--- src/include/intc_pkg.sv ---
package intc_pkg;

    // ==========================================================
    // sizes
    localparam int NUM_SRC       = 62;
    localparam int NUM_PRIO_REGS = 10;
    localparam int SRC_IDX_W     = 6;
    localparam int VEC_W         = 8;
    localparam int LVL_W         = 5;
    localparam int MASK_W        = 4;
    localparam int ADDR_W        = 8;
    localparam int DATA_W        = 32;
    localparam int PRIO_W        = 16;
    localparam int TBL_ADDR_W    = 10;
    localparam int NUM_EVT       = 3;

    // ==========================================================
    // register byte addresses
    localparam logic [ADDR_W-1:0] ADDR_PRIO_A  = 8'h00;
    localparam logic [ADDR_W-1:0] ADDR_PRIO_J  = 8'h24;
    localparam logic [ADDR_W-1:0] ADDR_STATUS  = 8'h28;
    localparam logic [ADDR_W-1:0] ADDR_CLEAR   = 8'h2c;
    localparam logic [ADDR_W-1:0] ADDR_ENABLE  = 8'h30;
    localparam logic [ADDR_W-1:0] ADDR_SELECT  = 8'h34;

    // event bit positions
    localparam int EVT_ACCEPT  = 0;
    localparam int EVT_BLOCKED = 1;
    localparam int EVT_NMI     = 2;

    // ==========================================================
    // levels and special field codes
    localparam logic [LVL_W-1:0]     LVL_ZERO    = 5'h00;
    localparam logic [LVL_W-1:0]     LVL_NMI     = 5'h10;
    localparam logic [LVL_W-1:0]     LVL_FIXED   = 5'h0f;
    localparam logic [SRC_IDX_W-1:0] FLD_NMI     = 6'h28;
    localparam logic [SRC_IDX_W-1:0] FLD_FIXED15 = 6'h29;
    localparam logic [PRIO_W-1:0]    PRIO_RESET  = 16'h0000;
    localparam int                   NMI_IDX     = 0;

    // ==========================================================
    // source table, index order is the default priority order
    localparam logic [VEC_W-1:0] SRC_VEC [NUM_SRC] = '{
        8'h0b, 8'h0c, 8'h0e,
        8'h40, 8'h41, 8'h42, 8'h43, 8'h44, 8'h45, 8'h46, 8'h47,
        8'h48, 8'h4c, 8'h50, 8'h54,
        8'h58, 8'h59, 8'h5a, 8'h5b, 8'h5c,
        8'h60, 8'h61, 8'h64, 8'h65,
        8'h68, 8'h69, 8'h6c, 8'h6d,
        8'h70, 8'h71, 8'h72, 8'h73, 8'h74,
        8'h78, 8'h79, 8'h7a, 8'h7b, 8'h7c,
        8'h80, 8'h81, 8'h82, 8'h83,
        8'h84, 8'h85, 8'h86, 8'h87,
        8'h88, 8'h89, 8'h8c, 8'h90, 8'h94, 8'h98, 8'h9c,
        8'ha8, 8'ha9, 8'haa, 8'hab,
        8'hac, 8'had, 8'hae, 8'haf,
        8'hc0
    };

    // priority field: register index times four plus nibble (0 = top nibble)
    localparam logic [SRC_IDX_W-1:0] SRC_FLD [NUM_SRC] = '{
        6'h28, 6'h29, 6'h29,
        6'h00, 6'h01, 6'h02, 6'h03, 6'h04, 6'h05, 6'h06, 6'h07,
        6'h08, 6'h09, 6'h0a, 6'h0b,
        6'h0c, 6'h0c, 6'h0c, 6'h0c, 6'h0d,
        6'h0e, 6'h0e, 6'h0f, 6'h0f,
        6'h10, 6'h10, 6'h11, 6'h11,
        6'h12, 6'h12, 6'h12, 6'h12, 6'h13,
        6'h14, 6'h14, 6'h14, 6'h14, 6'h15,
        6'h16, 6'h16, 6'h16, 6'h16,
        6'h17, 6'h17, 6'h17, 6'h17,
        6'h18, 6'h18, 6'h19, 6'h1a, 6'h1b, 6'h1c, 6'h1d,
        6'h20, 6'h20, 6'h20, 6'h20,
        6'h21, 6'h21, 6'h21, 6'h21,
        6'h26
    };

    // ==========================================================
    // carriers
    typedef struct packed {
        logic [ADDR_W-1:0] addr;
        logic [DATA_W-1:0] wdata;
        logic              wr;
        logic              rd;
    } reg_req_s;

    typedef struct packed {
        logic                  valid;
        logic [VEC_W-1:0]      vector;
        logic [LVL_W-1:0]      level;
        logic [TBL_ADDR_W-1:0] table_addr;
    } cpu_req_s;

endpackage

--- src/interrupt_vector_priority_resolver.sv ---
// Functional notes
// - every source owns a distinct vector number and table offset
// - the accepted request carries its vector so the cpu fetches the handler
// - pins and peripheral groups have four-bit software levels 0 to 15
// - sources sharing one field rank by smaller vector number first, fixed
// - reset clears every programmable level to zero
// - equal levels resolve by fixed default order, earlier entries win
// - nmi vector 11 fixed top level; user break 12, debug request 14
// - pins 0..7 use vectors 64..71, nibbles from top of register a into b
// - dma ends use 72,76,80,84 with register c nibbles, channel 0 top
// - timer 0 compares 88..91 share a field; overflow 92 has its own
// - serial 0 requests 128..131 share one level field
// - transfer end 140 own field; a/d 136,137 share; compare timer 144,148
// - watchdog 152 own field; output enable 156 separate field
// - two-wire bus request 192 uses register j middle-low nibble
// - reserved vectors are never produced
// - a level of zero masks the source
// - forward only when level exceeds the cpu mask level
module interrupt_vector_priority_resolver
    import intc_pkg::*;
(
    input  wire logic                          i_clk,
    input  wire logic                          i_sys_rst,
    input  wire intc_pkg::reg_req_s            i_bus,
    output logic [intc_pkg::DATA_W-1:0]        o_rdata,
    input  wire logic [intc_pkg::NUM_SRC-1:0]  i_req,
    input  wire logic [intc_pkg::MASK_W-1:0]   i_cpu_mask_level,
    input  wire logic                          i_cpu_ack,
    output intc_pkg::cpu_req_s                 o_cpu,
    output logic                               o_irq
);

    // ==========================================================
    // state
    typedef struct packed {
        logic [NUM_PRIO_REGS-1:0][PRIO_W-1:0] prio;
        logic [NUM_EVT-1:0]                   status;
        logic [NUM_EVT-1:0]                   enable;
        logic [DATA_W-1:0]                    rdata;
        cpu_req_s                             cpu;
    } state_s;

    state_s state_q;
    state_s state_d;

    // ==========================================================
    // level lookup
    function automatic logic [LVL_W-1:0] src_level(
        input logic [NUM_PRIO_REGS-1:0][PRIO_W-1:0] prio,
        input int                                   idx
    );
        logic [SRC_IDX_W-1:0] fld;
        logic [PRIO_W-1:0]    word;
        logic [1:0]           rev;
        fld  = SRC_FLD[idx];
        word = PRIO_RESET;
        rev  = 2'h3 - fld[1:0];
        if (fld == FLD_NMI)
        begin
            src_level = LVL_NMI;
        end
        else if (fld == FLD_FIXED15)
        begin
            src_level = LVL_FIXED;
        end
        else
        begin
            word      = prio[fld[SRC_IDX_W-1:2]];
            src_level = {1'b0, 4'(word >> {rev, 2'h0})};
        end
    endfunction

    // ==========================================================
    // resolver
    logic [LVL_W-1:0]     best_lvl;
    logic [SRC_IDX_W-1:0] best_idx;
    logic                 found;
    logic                 forward;
    logic [LVL_W-1:0]     lvl;

    always_comb
    begin
        best_lvl = LVL_ZERO;
        best_idx = '0;
        found    = 1'b0;
        lvl      = LVL_ZERO;
        for (int i = 0; i < NUM_SRC; i++)
        begin
            lvl = src_level(state_q.prio, i);
            // strict compare keeps the earlier (smaller vector) entry on ties
            if (i_req[i] && (lvl != LVL_ZERO) && (lvl > best_lvl))
            begin
                best_lvl = lvl;
                best_idx = SRC_IDX_W'(i);
                found    = 1'b1;
            end
        end
        forward = found && (best_lvl > {1'b0, i_cpu_mask_level});
    end

    // ==========================================================
    // register bus decode
    logic                    wr_prio;
    logic [3:0]              prio_sel;
    logic [NUM_EVT-1:0]      clear_bits;
    logic [NUM_EVT-1:0]      events;
    logic [DATA_W-1:0]       rd_value;

    always_comb
    begin
        prio_sel   = i_bus.addr[5:2];
        wr_prio    = i_bus.wr && (i_bus.addr <= ADDR_PRIO_J) && (i_bus.addr[1:0] == 2'h0);
        clear_bits = '0;
        if (i_bus.wr && (i_bus.addr == ADDR_CLEAR))
        begin
            clear_bits = i_bus.wdata[NUM_EVT-1:0];
        end
        events              = '0;
        events[EVT_ACCEPT]  = i_cpu_ack && state_q.cpu.valid;
        events[EVT_BLOCKED] = found && !forward;
        events[EVT_NMI]     = i_req[NMI_IDX];
        rd_value = '0;
        if ((i_bus.addr <= ADDR_PRIO_J) && (i_bus.addr[1:0] == 2'h0))
        begin
            rd_value[PRIO_W-1:0] = state_q.prio[prio_sel];
        end
        else if (i_bus.addr == ADDR_STATUS)
        begin
            rd_value[NUM_EVT-1:0] = state_q.status;
        end
        else if (i_bus.addr == ADDR_ENABLE)
        begin
            rd_value[NUM_EVT-1:0] = state_q.enable;
        end
        else if (i_bus.addr == ADDR_SELECT)
        begin
            rd_value[VEC_W-1:0]             = SRC_VEC[best_idx];
            rd_value[VEC_W +: LVL_W]        = best_lvl;
            rd_value[VEC_W + LVL_W]         = found;
        end
    end

    // ==========================================================
    // next state
    always_comb
    begin
        state_d = state_q;
        if (wr_prio)
        begin
            state_d.prio[prio_sel] = i_bus.wdata[PRIO_W-1:0];
        end
        if (i_bus.wr && (i_bus.addr == ADDR_ENABLE))
        begin
            state_d.enable = i_bus.wdata[NUM_EVT-1:0];
        end
        // a new event wins over a clear in the same cycle
        state_d.status = (state_q.status & ~clear_bits) | events;
        state_d.rdata  = i_bus.rd ? rd_value : '0;
        // only table vectors are ever presented, reserved numbers never
        state_d.cpu.valid      = forward;
        state_d.cpu.vector     = SRC_VEC[best_idx];
        state_d.cpu.level      = best_lvl;
        state_d.cpu.table_addr = {2'h0, SRC_VEC[best_idx]} << 2;
        if (i_sys_rst)
        begin
            state_d = '0;
        end
    end

    always_ff @(posedge i_clk)
    begin
        state_q <= state_d;
    end

    // ==========================================================
    // outputs
    assign o_rdata = state_q.rdata;
    assign o_cpu   = state_q.cpu;
    assign o_irq   = |(state_q.status & state_q.enable);

endmodule

--- config.mk ---
export PLATFORM = sky130hd
export DESIGN_NAME = interrupt_vector_priority_resolver
export DESIGN_NICKNAME = d
export VERILOG_FILES = /design/src/include/intc_pkg.sv /design/src/interrupt_vector_priority_resolver.sv
export SDC_FILE = /design/constraint.sdc
export NUM_CORES = 1
export LEC_CHECK = 0
export ABC_AREA = 1
export CAP_MARGIN = 20
export CORE_MARGIN = 4
export CORE_UTILIZATION = 35
export DETAILED_ROUTE_END_ITERATION = 6
export DONT_BUFFER_PORTS = 1
export PLACE_DENSITY = 0.6
export SYNTH_ARGS = -nofsm -noshare
export SYNTH_HDL_FRONTEND = slang
export SYNTH_SLANG_ARGS = --single-unit
--- constraint.sdc ---
create_clock -name i_clk -period 89 [get_ports i_clk]
set_input_delay 17.8 -clock i_clk [delete_from_list [all_inputs] [get_ports i_clk]]
set_output_delay 17.8 -clock i_clk [all_outputs]
set_load 0.05 [all_outputs]
# Word level (Yosys, flattened, before mapping)
# Memories as Yosys holds them, arrays and structs flattened.
# Index checks and enable logic that the tools add are counted.
# Widths: inputs -> output; s select.
[word_totals]
romBits = 512
memories = 1
elab_cells = 463
output_inout_bits = 57
inputBits = 111
reg_bits = 214
[memory_table]
columns = ["memory", "words", "word_bits", "rd", "rd_clocked_by_memory_dff", "wr", "line_no", "rtl"]
rows = [
  ["(name not given)", 64, 8, 1, 0, 0, "interrupt_vector_priority_resolver.sv:163", "state_d.cpu.table_addr = {2'h0, SRC_VEC[best_idx]} << 2;"],
]
[classes]
eq_ne = 4
order_cmp = 66
n_reduce_logical = 167
muxes = 199
bitwise_logic = 7
[op_table]
columns = ["operator", "count"]
rows = [
  ["$mux 5", 67],
  ["$gt 4x5->1", 59],
  ["$mux 6", 41],
  ["$reduce_bool 5->1", 33],
  ["$bwmux 160", 1],
  ["$logic_and 1x1->1", 129],
  ["$bmux 16 s4", 1],
  ["$demux 16 s4", 1],
  ["$mux 1", 63],
  ["$eq 8x6->1 const B", 4],
  ["$mux 16", 2],
  ["$mux 4", 8],
  ["$mux 14", 2],
  ["$mux 11", 2],
  ["$mux 3", 7],
  ["$mux 8", 2],
  ["$gt 4x5->1 const A", 2],
  ["$le 8x6->1 const B", 1],
  ["$ge 7x7->1 const B", 1],
  ["$not 6->7", 1],
  ["$and 3x3->3", 2],
  ["$reduce_or 3->1", 2],
  ["$gt 5x4->1", 1],
  ["$lt 4x5->1 const B", 1],
  ["8 further kinds", 10],
]

# Longest topological paths before layout
[depth]
ltp_word = 192
depth_mapped = 617
mapped_depth_nobuf = 579

# Worst setup path before layout
# OpenSTA, ideal clock, no wires.
[synth_path]
kind = "input to register"
from = "input i_req[0] (netlist name)"
to = "register state_q[60] (netlist name)"
setup_time_ps = 70
path_slack_ps = 9934
path_buffers = 39
arrival_ps = 78996
required_ps = 88930
stages = 548
cell_sequence = "buf_6 inv_6 o21ai_4 inv_1 ha_1 inv_1 nand2_1 nor2_1 nor2_2 nor2_2 nand2_2 nand2_2 o21ai_0 ha_1 nand2_1 nor2_1 nand3_1 nand2_1 [512 not listed] nand3_1 a21oi_1 a21oi_1 ha_1 nand2_1 o31ai_1 nand3_2 buf_2 o21ai_1 inv_1 ha_1 a21oi_1 o21ai_0 a21oi_1 a31oi_1 nor2_1 nand2_1 a21oi_1"
[synth_between]
elab_chain_len = 189
[synth_lines]
columns = ["element", "line_no", "rtl"]
rows = [
  ["start: declaration", "interrupt_vector_priority_resolver.sv:26", "input wire logic [intc_pkg::NUM_SRC-1:0] i_req,"],
  ["$mux 5 *", "interrupt_vector_priority_resolver.sv:91", "if (i_req[i] && (lvl != LVL_ZERO) && (lvl > best_lvl))"],
  ["$gt 4x5->1", "interrupt_vector_priority_resolver.sv:91", ""],
  ["$logic_and 1x1->1", "interrupt_vector_priority_resolver.sv:91", ""],
  ["$mux 5 *", "interrupt_vector_priority_resolver.sv:91", ""],
  ["$gt 4x5->1", "interrupt_vector_priority_resolver.sv:91", ""],
  ["$logic_and 1x1->1", "interrupt_vector_priority_resolver.sv:91", ""],
  ["$mux 5 *", "interrupt_vector_priority_resolver.sv:91", ""],
  ["$gt 4x5->1", "interrupt_vector_priority_resolver.sv:91", ""],
  ["[174 not listed]", "--", ""],
  ["$logic_and 1x1->1", "interrupt_vector_priority_resolver.sv:91", ""],
  ["$mux 5 *", "interrupt_vector_priority_resolver.sv:91", ""],
  ["named net best_lvl[2]", "interrupt_vector_priority_resolver.sv:75", "logic [LVL_W-1:0] best_lvl;"],
  ["$gt 5x4->1 *", "interrupt_vector_priority_resolver.sv:98", "forward = found && (best_lvl > {1'b0, i_cpu_mask_level});"],
  ["$logic_and 1x1->1 *", "interrupt_vector_priority_resolver.sv:98", ""],
  ["$logic_not 1->1 *", "interrupt_vector_priority_resolver.sv:120", "events[EVT_BLOCKED] = found && !forward;"],
  ["$logic_and 1x1->1 *", "interrupt_vector_priority_resolver.sv:120", ""],
  ["$or 3x3->3 *", "interrupt_vector_priority_resolver.sv:157", "state_d.status = (state_q.status & ~clear_bits) | events;"],
  ["end signal: assignment", "interrupt_vector_priority_resolver.sv:172", "state_q <= state_d;"],
  ["end: declaration", "interrupt_vector_priority_resolver.sv:43", "state_s state_q;"],
]
# The timed path passes the listed nets; every way through them passes the cells marked *.
# A chain may end at the register's enable or synchronous reset.

# Worst setup path after layout
[layout_path]
from = "input i_req[0] (netlist name)"
to = "register state_q (netlist bit o_rdata[1])"
[layout_between]
elab_chain_len = 192
[layout_lines]
columns = ["element", "line_no", "rtl"]
rows = [
  ["$mux 5 *", "interrupt_vector_priority_resolver.sv:91", ""],
  ["$gt 4x5->1", "interrupt_vector_priority_resolver.sv:91", ""],
  ["$logic_and 1x1->1", "interrupt_vector_priority_resolver.sv:91", ""],
  ["$mux 5", "interrupt_vector_priority_resolver.sv:91", ""],
  ["$gt 4x5->1", "interrupt_vector_priority_resolver.sv:91", ""],
  ["$logic_and 1x1->1", "interrupt_vector_priority_resolver.sv:91", ""],
  ["$mux 5", "interrupt_vector_priority_resolver.sv:91", ""],
  ["$gt 4x5->1", "interrupt_vector_priority_resolver.sv:91", ""],
  ["[175 not listed]", "--", ""],
  ["$mux 6 *", "interrupt_vector_priority_resolver.sv:91", ""],
  ["$not 6->7 (implied by the code) *", "interrupt_vector_priority_resolver.sv:137", "rd_value[VEC_W-1:0] = SRC_VEC[best_idx];"],
  ["$mem_v2 64x8 *", "--", ""],
  ["$mux 8 * (2 in series)", "--", ""],
  ["$mux 14 *", "interrupt_vector_priority_resolver.sv:135", "else if (i_bus.addr == ADDR_SELECT)"],
  ["$mux 3 *", "interrupt_vector_priority_resolver.sv:131", "else if (i_bus.addr == ADDR_ENABLE)"],
  ["$mux 3 *", "interrupt_vector_priority_resolver.sv:127", "else if (i_bus.addr == ADDR_STATUS)"],
  ["$mux 14 *", "interrupt_vector_priority_resolver.sv:123", "if ((i_bus.addr <= ADDR_PRIO_J) && (i_bus.addr[1:0] == 2'h0))"],
]
# Every way passes the cells marked *; elsewhere a longest branch is shown, timed or not. The select of a mux whose other input is x is not followed.

==> impl_metrics.yaml <==
outcome:
  status: "completed"
finish:
  final_common_cell: "nand2_1"
  area_growth_syn_to_layout_pct: 5.830
  drive_gt1_share_pct: 12.81
  final_cell_mix: "637 x nand2_1, 449 x inv_1, 337 x o21ai_0"
  final.fill_count: 6432
  layout.nets: 3483
logic_synthesis:
  async_flop_share_pct: 0
  synth_cell_type_count: 56
  synth_seq_area_share_pct: 18.96
  synth_edf_count: 0
  ys_warn_count: 0
  ys_ff_latch: 196
  netlist_area_um2: 20690
  avgSynthCellArea_um2: 6.301
  synth_cells: 3284
  synth-main-ff-cell: "dfxtp_1"
route:
  initialDrtViolationCount: 1728
  drc: 0
  ant_nets: 0
  wl_per_cell_um: 16.96
  drt_pass1_iterations: 6
  wl_um: 67170
  num_vias: 20820
  viasPerCell: 5.258
floorplan:
  io_pins: 168
  start_util_pct: 35.59
  die_area_um2: 63070
  core_area_um2: 58140
  fp.dieH_um: 251.1
  fp-row-count: 88
  fp.dieW_um: 251.1
timing:
  min_period_ps: 81700
  fmax_ghz: 0.01224
  skew_ps: 14.98
  final.setup.worst_slack_ps: 7304
  finalHoldViolations: 0
  worst_pin_slew_ps: 1049
  setup_violations: 0
  fin_crit_sh_pct: 91.79
  max-slew-margin-rel_pct: 29.99
  maxSlewViolCount: 0
cts:
  path_clk_slew_ps: 80
  cts_root_buffer: "clkbuf_16"
  clock_path_buffers: 2
  cts.sinks: 196
  clk_latency_ps: 450
  cts_tree: "yes"
  cts_max_level: 4
  hold_buffers: 0
  cts_made_buffers: 17
grt:
  grt_use_total_pct: 20.07
  grt_pass1_wl_um: 102700
  grt_pass1_vias: 18600
  grt_max_degree: 129
  overflow: 0
  antenna_found_initial: 5
worst_setup_path:
  required_ps: 89330
  worstPathArrival_ps: 82030
  r2r_end: "o_rdata[1]$_SDFF_PP0_"
  path_max_fanout: 48
  critPathKind: "in2reg"
  worst-r2r-cell-count: 520
  crit_top_cell: "nand2_1"
  worstSetupEndpointType: "register"
  critPathSlowestCell: "ha_1"
  cp-start-kind: "input pin"
  critical_path.max_stage_delay_ps: 370
  rr_startpoint: "state_q[74]$_SDFFE_PP0P_"
  r2r_setup_slack_ps: 24480
hold_path:
  whs_path_depth: 2
  hold_path_class: "reg2reg"
  hold_end: "state_q[193]$_SDFFE_PP0P_"
  worstHoldStart: "state_q[193]$_SDFFE_PP0P_"
power:
  p_leak_nw: 11.65
  finalPower_mw: 0.2110
  vdd_drop_max_v: 0.00001415
  pwr_density_cell_nw_per_um2: 9.636
placement:
  pre_cts_ws_ps: 1814
  place.gp.congestion: 0.9235
  hpwlAfterDp_um: 50580
  io_buffers: 0
flow_run:
  drv_cap: 0
worst max-delay path by stage:
| stage | cells past startpoint | slack [ps] | to | startpoint |
|---|---|---|---|---|
| detailed placement | 512 | 1810 | state_q[60]$_SDFF_PP0_ | i_req[0] |
| global route | 536 | -170 | state_q[60]$_SDFF_PP0_ | i_req[0] |
| CTS | 512 | 2090 | state_q[60]$_SDFF_PP0_ | i_req[0] |
| global placement | 506 | 2150 | state_q[60]$_SDFF_PP0_ | i_req[0] |
| floorplan | 548 | 9930 | state_q[60]$_SDFF_PP0_ | i_req[0] |
| finish | 522 | 7300 | o_rdata[1]$_SDFF_PP0_ | i_req[0] |
registers in the layout (all words and copies together) (netlist names):
signal / count
o_rdata: 16
state_q: 162
o_cpu: 14
lvl: 4
power by group:
part | switching, mW | internal (mW)
registers | 0.00241 | 0.0882
clock network | 0.0388 | 0.0405
logic | 0.0282 | 0.0129
total | 0.0694 | 0.142
logic make-up after synthesis:
family	share of synthesized area, %
compound gates	20.32
simple gates	33.98
flops	18.96
other cells	0.01812
fa+ha+maj	11.61
buf+inv	15.10
final cells by class:
cell class / count / area, µm² / area share (%)
Multi-Input combinational cell: 2406 / 14090 / 64.33
Antenna cell: 2 / 5.005 / 0.02286
Timing Repair Buffer: 49 / 402.9 / 1.840
Clock buffer: 19 / 442.9 / 2.023
Sequential cell: 196 / 3924 / 17.92
Inverter: 510 / 1936 / 8.839
Clock inverter: 13 / 143.9 / 0.6571
Tap cell: 765 / 957.2 / 4.371
what timing repair did:
| action | CTS | global route |
|---|---|---|
| setup buffers | 0 | 30 |
| gates resized for setup | 0 | 143 |
| endpoints found under the hold margin | 0 | 0 |
| setup endpoints to repair | 0 | 27 |
worst max-delay path: cells and delay by family:
family | cells | cell delay, ps
compound gates | 63 | 7590
buf+inv | 53 | 3900
simple gates | 346 | 34200
fa+ha+maj | 60 | 18330
metal layers:
| metal | track usage [%] | vias to the layer above | share of wire, % | routed length (µm) |
|---|---|---|---|---|
| li1 | - | 10710 | - | - |
| met1 | 26.31 | 9384 | 44 | 29610 |
| met2 | 33.66 | 617 | 46 | 30830 |
| met3 | 3.880 | 106 | 7.0 | 4722 |
| met4 | 5.770 | 6 | 2.9 | 1975 |
| met5 | 0 | - | 0.051 | 34 |
synthesized netlist by cell type, types with 37 or more instances:
cell type / n / area [µm²]
a21oi_1: 213 / 1066
buf_4: 70 / 525.5
clkbuf_1: 75 / 281.5
dfxtp_1: 196 / 3924
ha_1: 192 / 2402
inv_1: 453 / 1700
inv_2: 37 / 138.9
nand2_1: 639 / 2399
nand2_2: 97 / 606.8
nand3_1: 299 / 1496
nand3_2: 47 / 470.5
nand4_1: 81 / 506.7
nor2_1: 129 / 484.2
o21ai_0: 398 / 1992
per-stage QoR:
stage          instances  util [%]  hold WS [ps]  area (µm²)  setup TNS [ps]
2_1_floorplan       3301         -         424.2       20750               0
3_3_place_gp        3892     35.58         438.5       20690               0
3_5_place_dp        3892     35.58         442.7       20690               0
4_1_cts             3924     36.59         451.2       21270               0
5_1_grt             3960     37.67         460.1       21900           -1007
6_report            3960     37.67         446.5       21900               0
No activity file was read; power rests on OpenSTA's default activity.
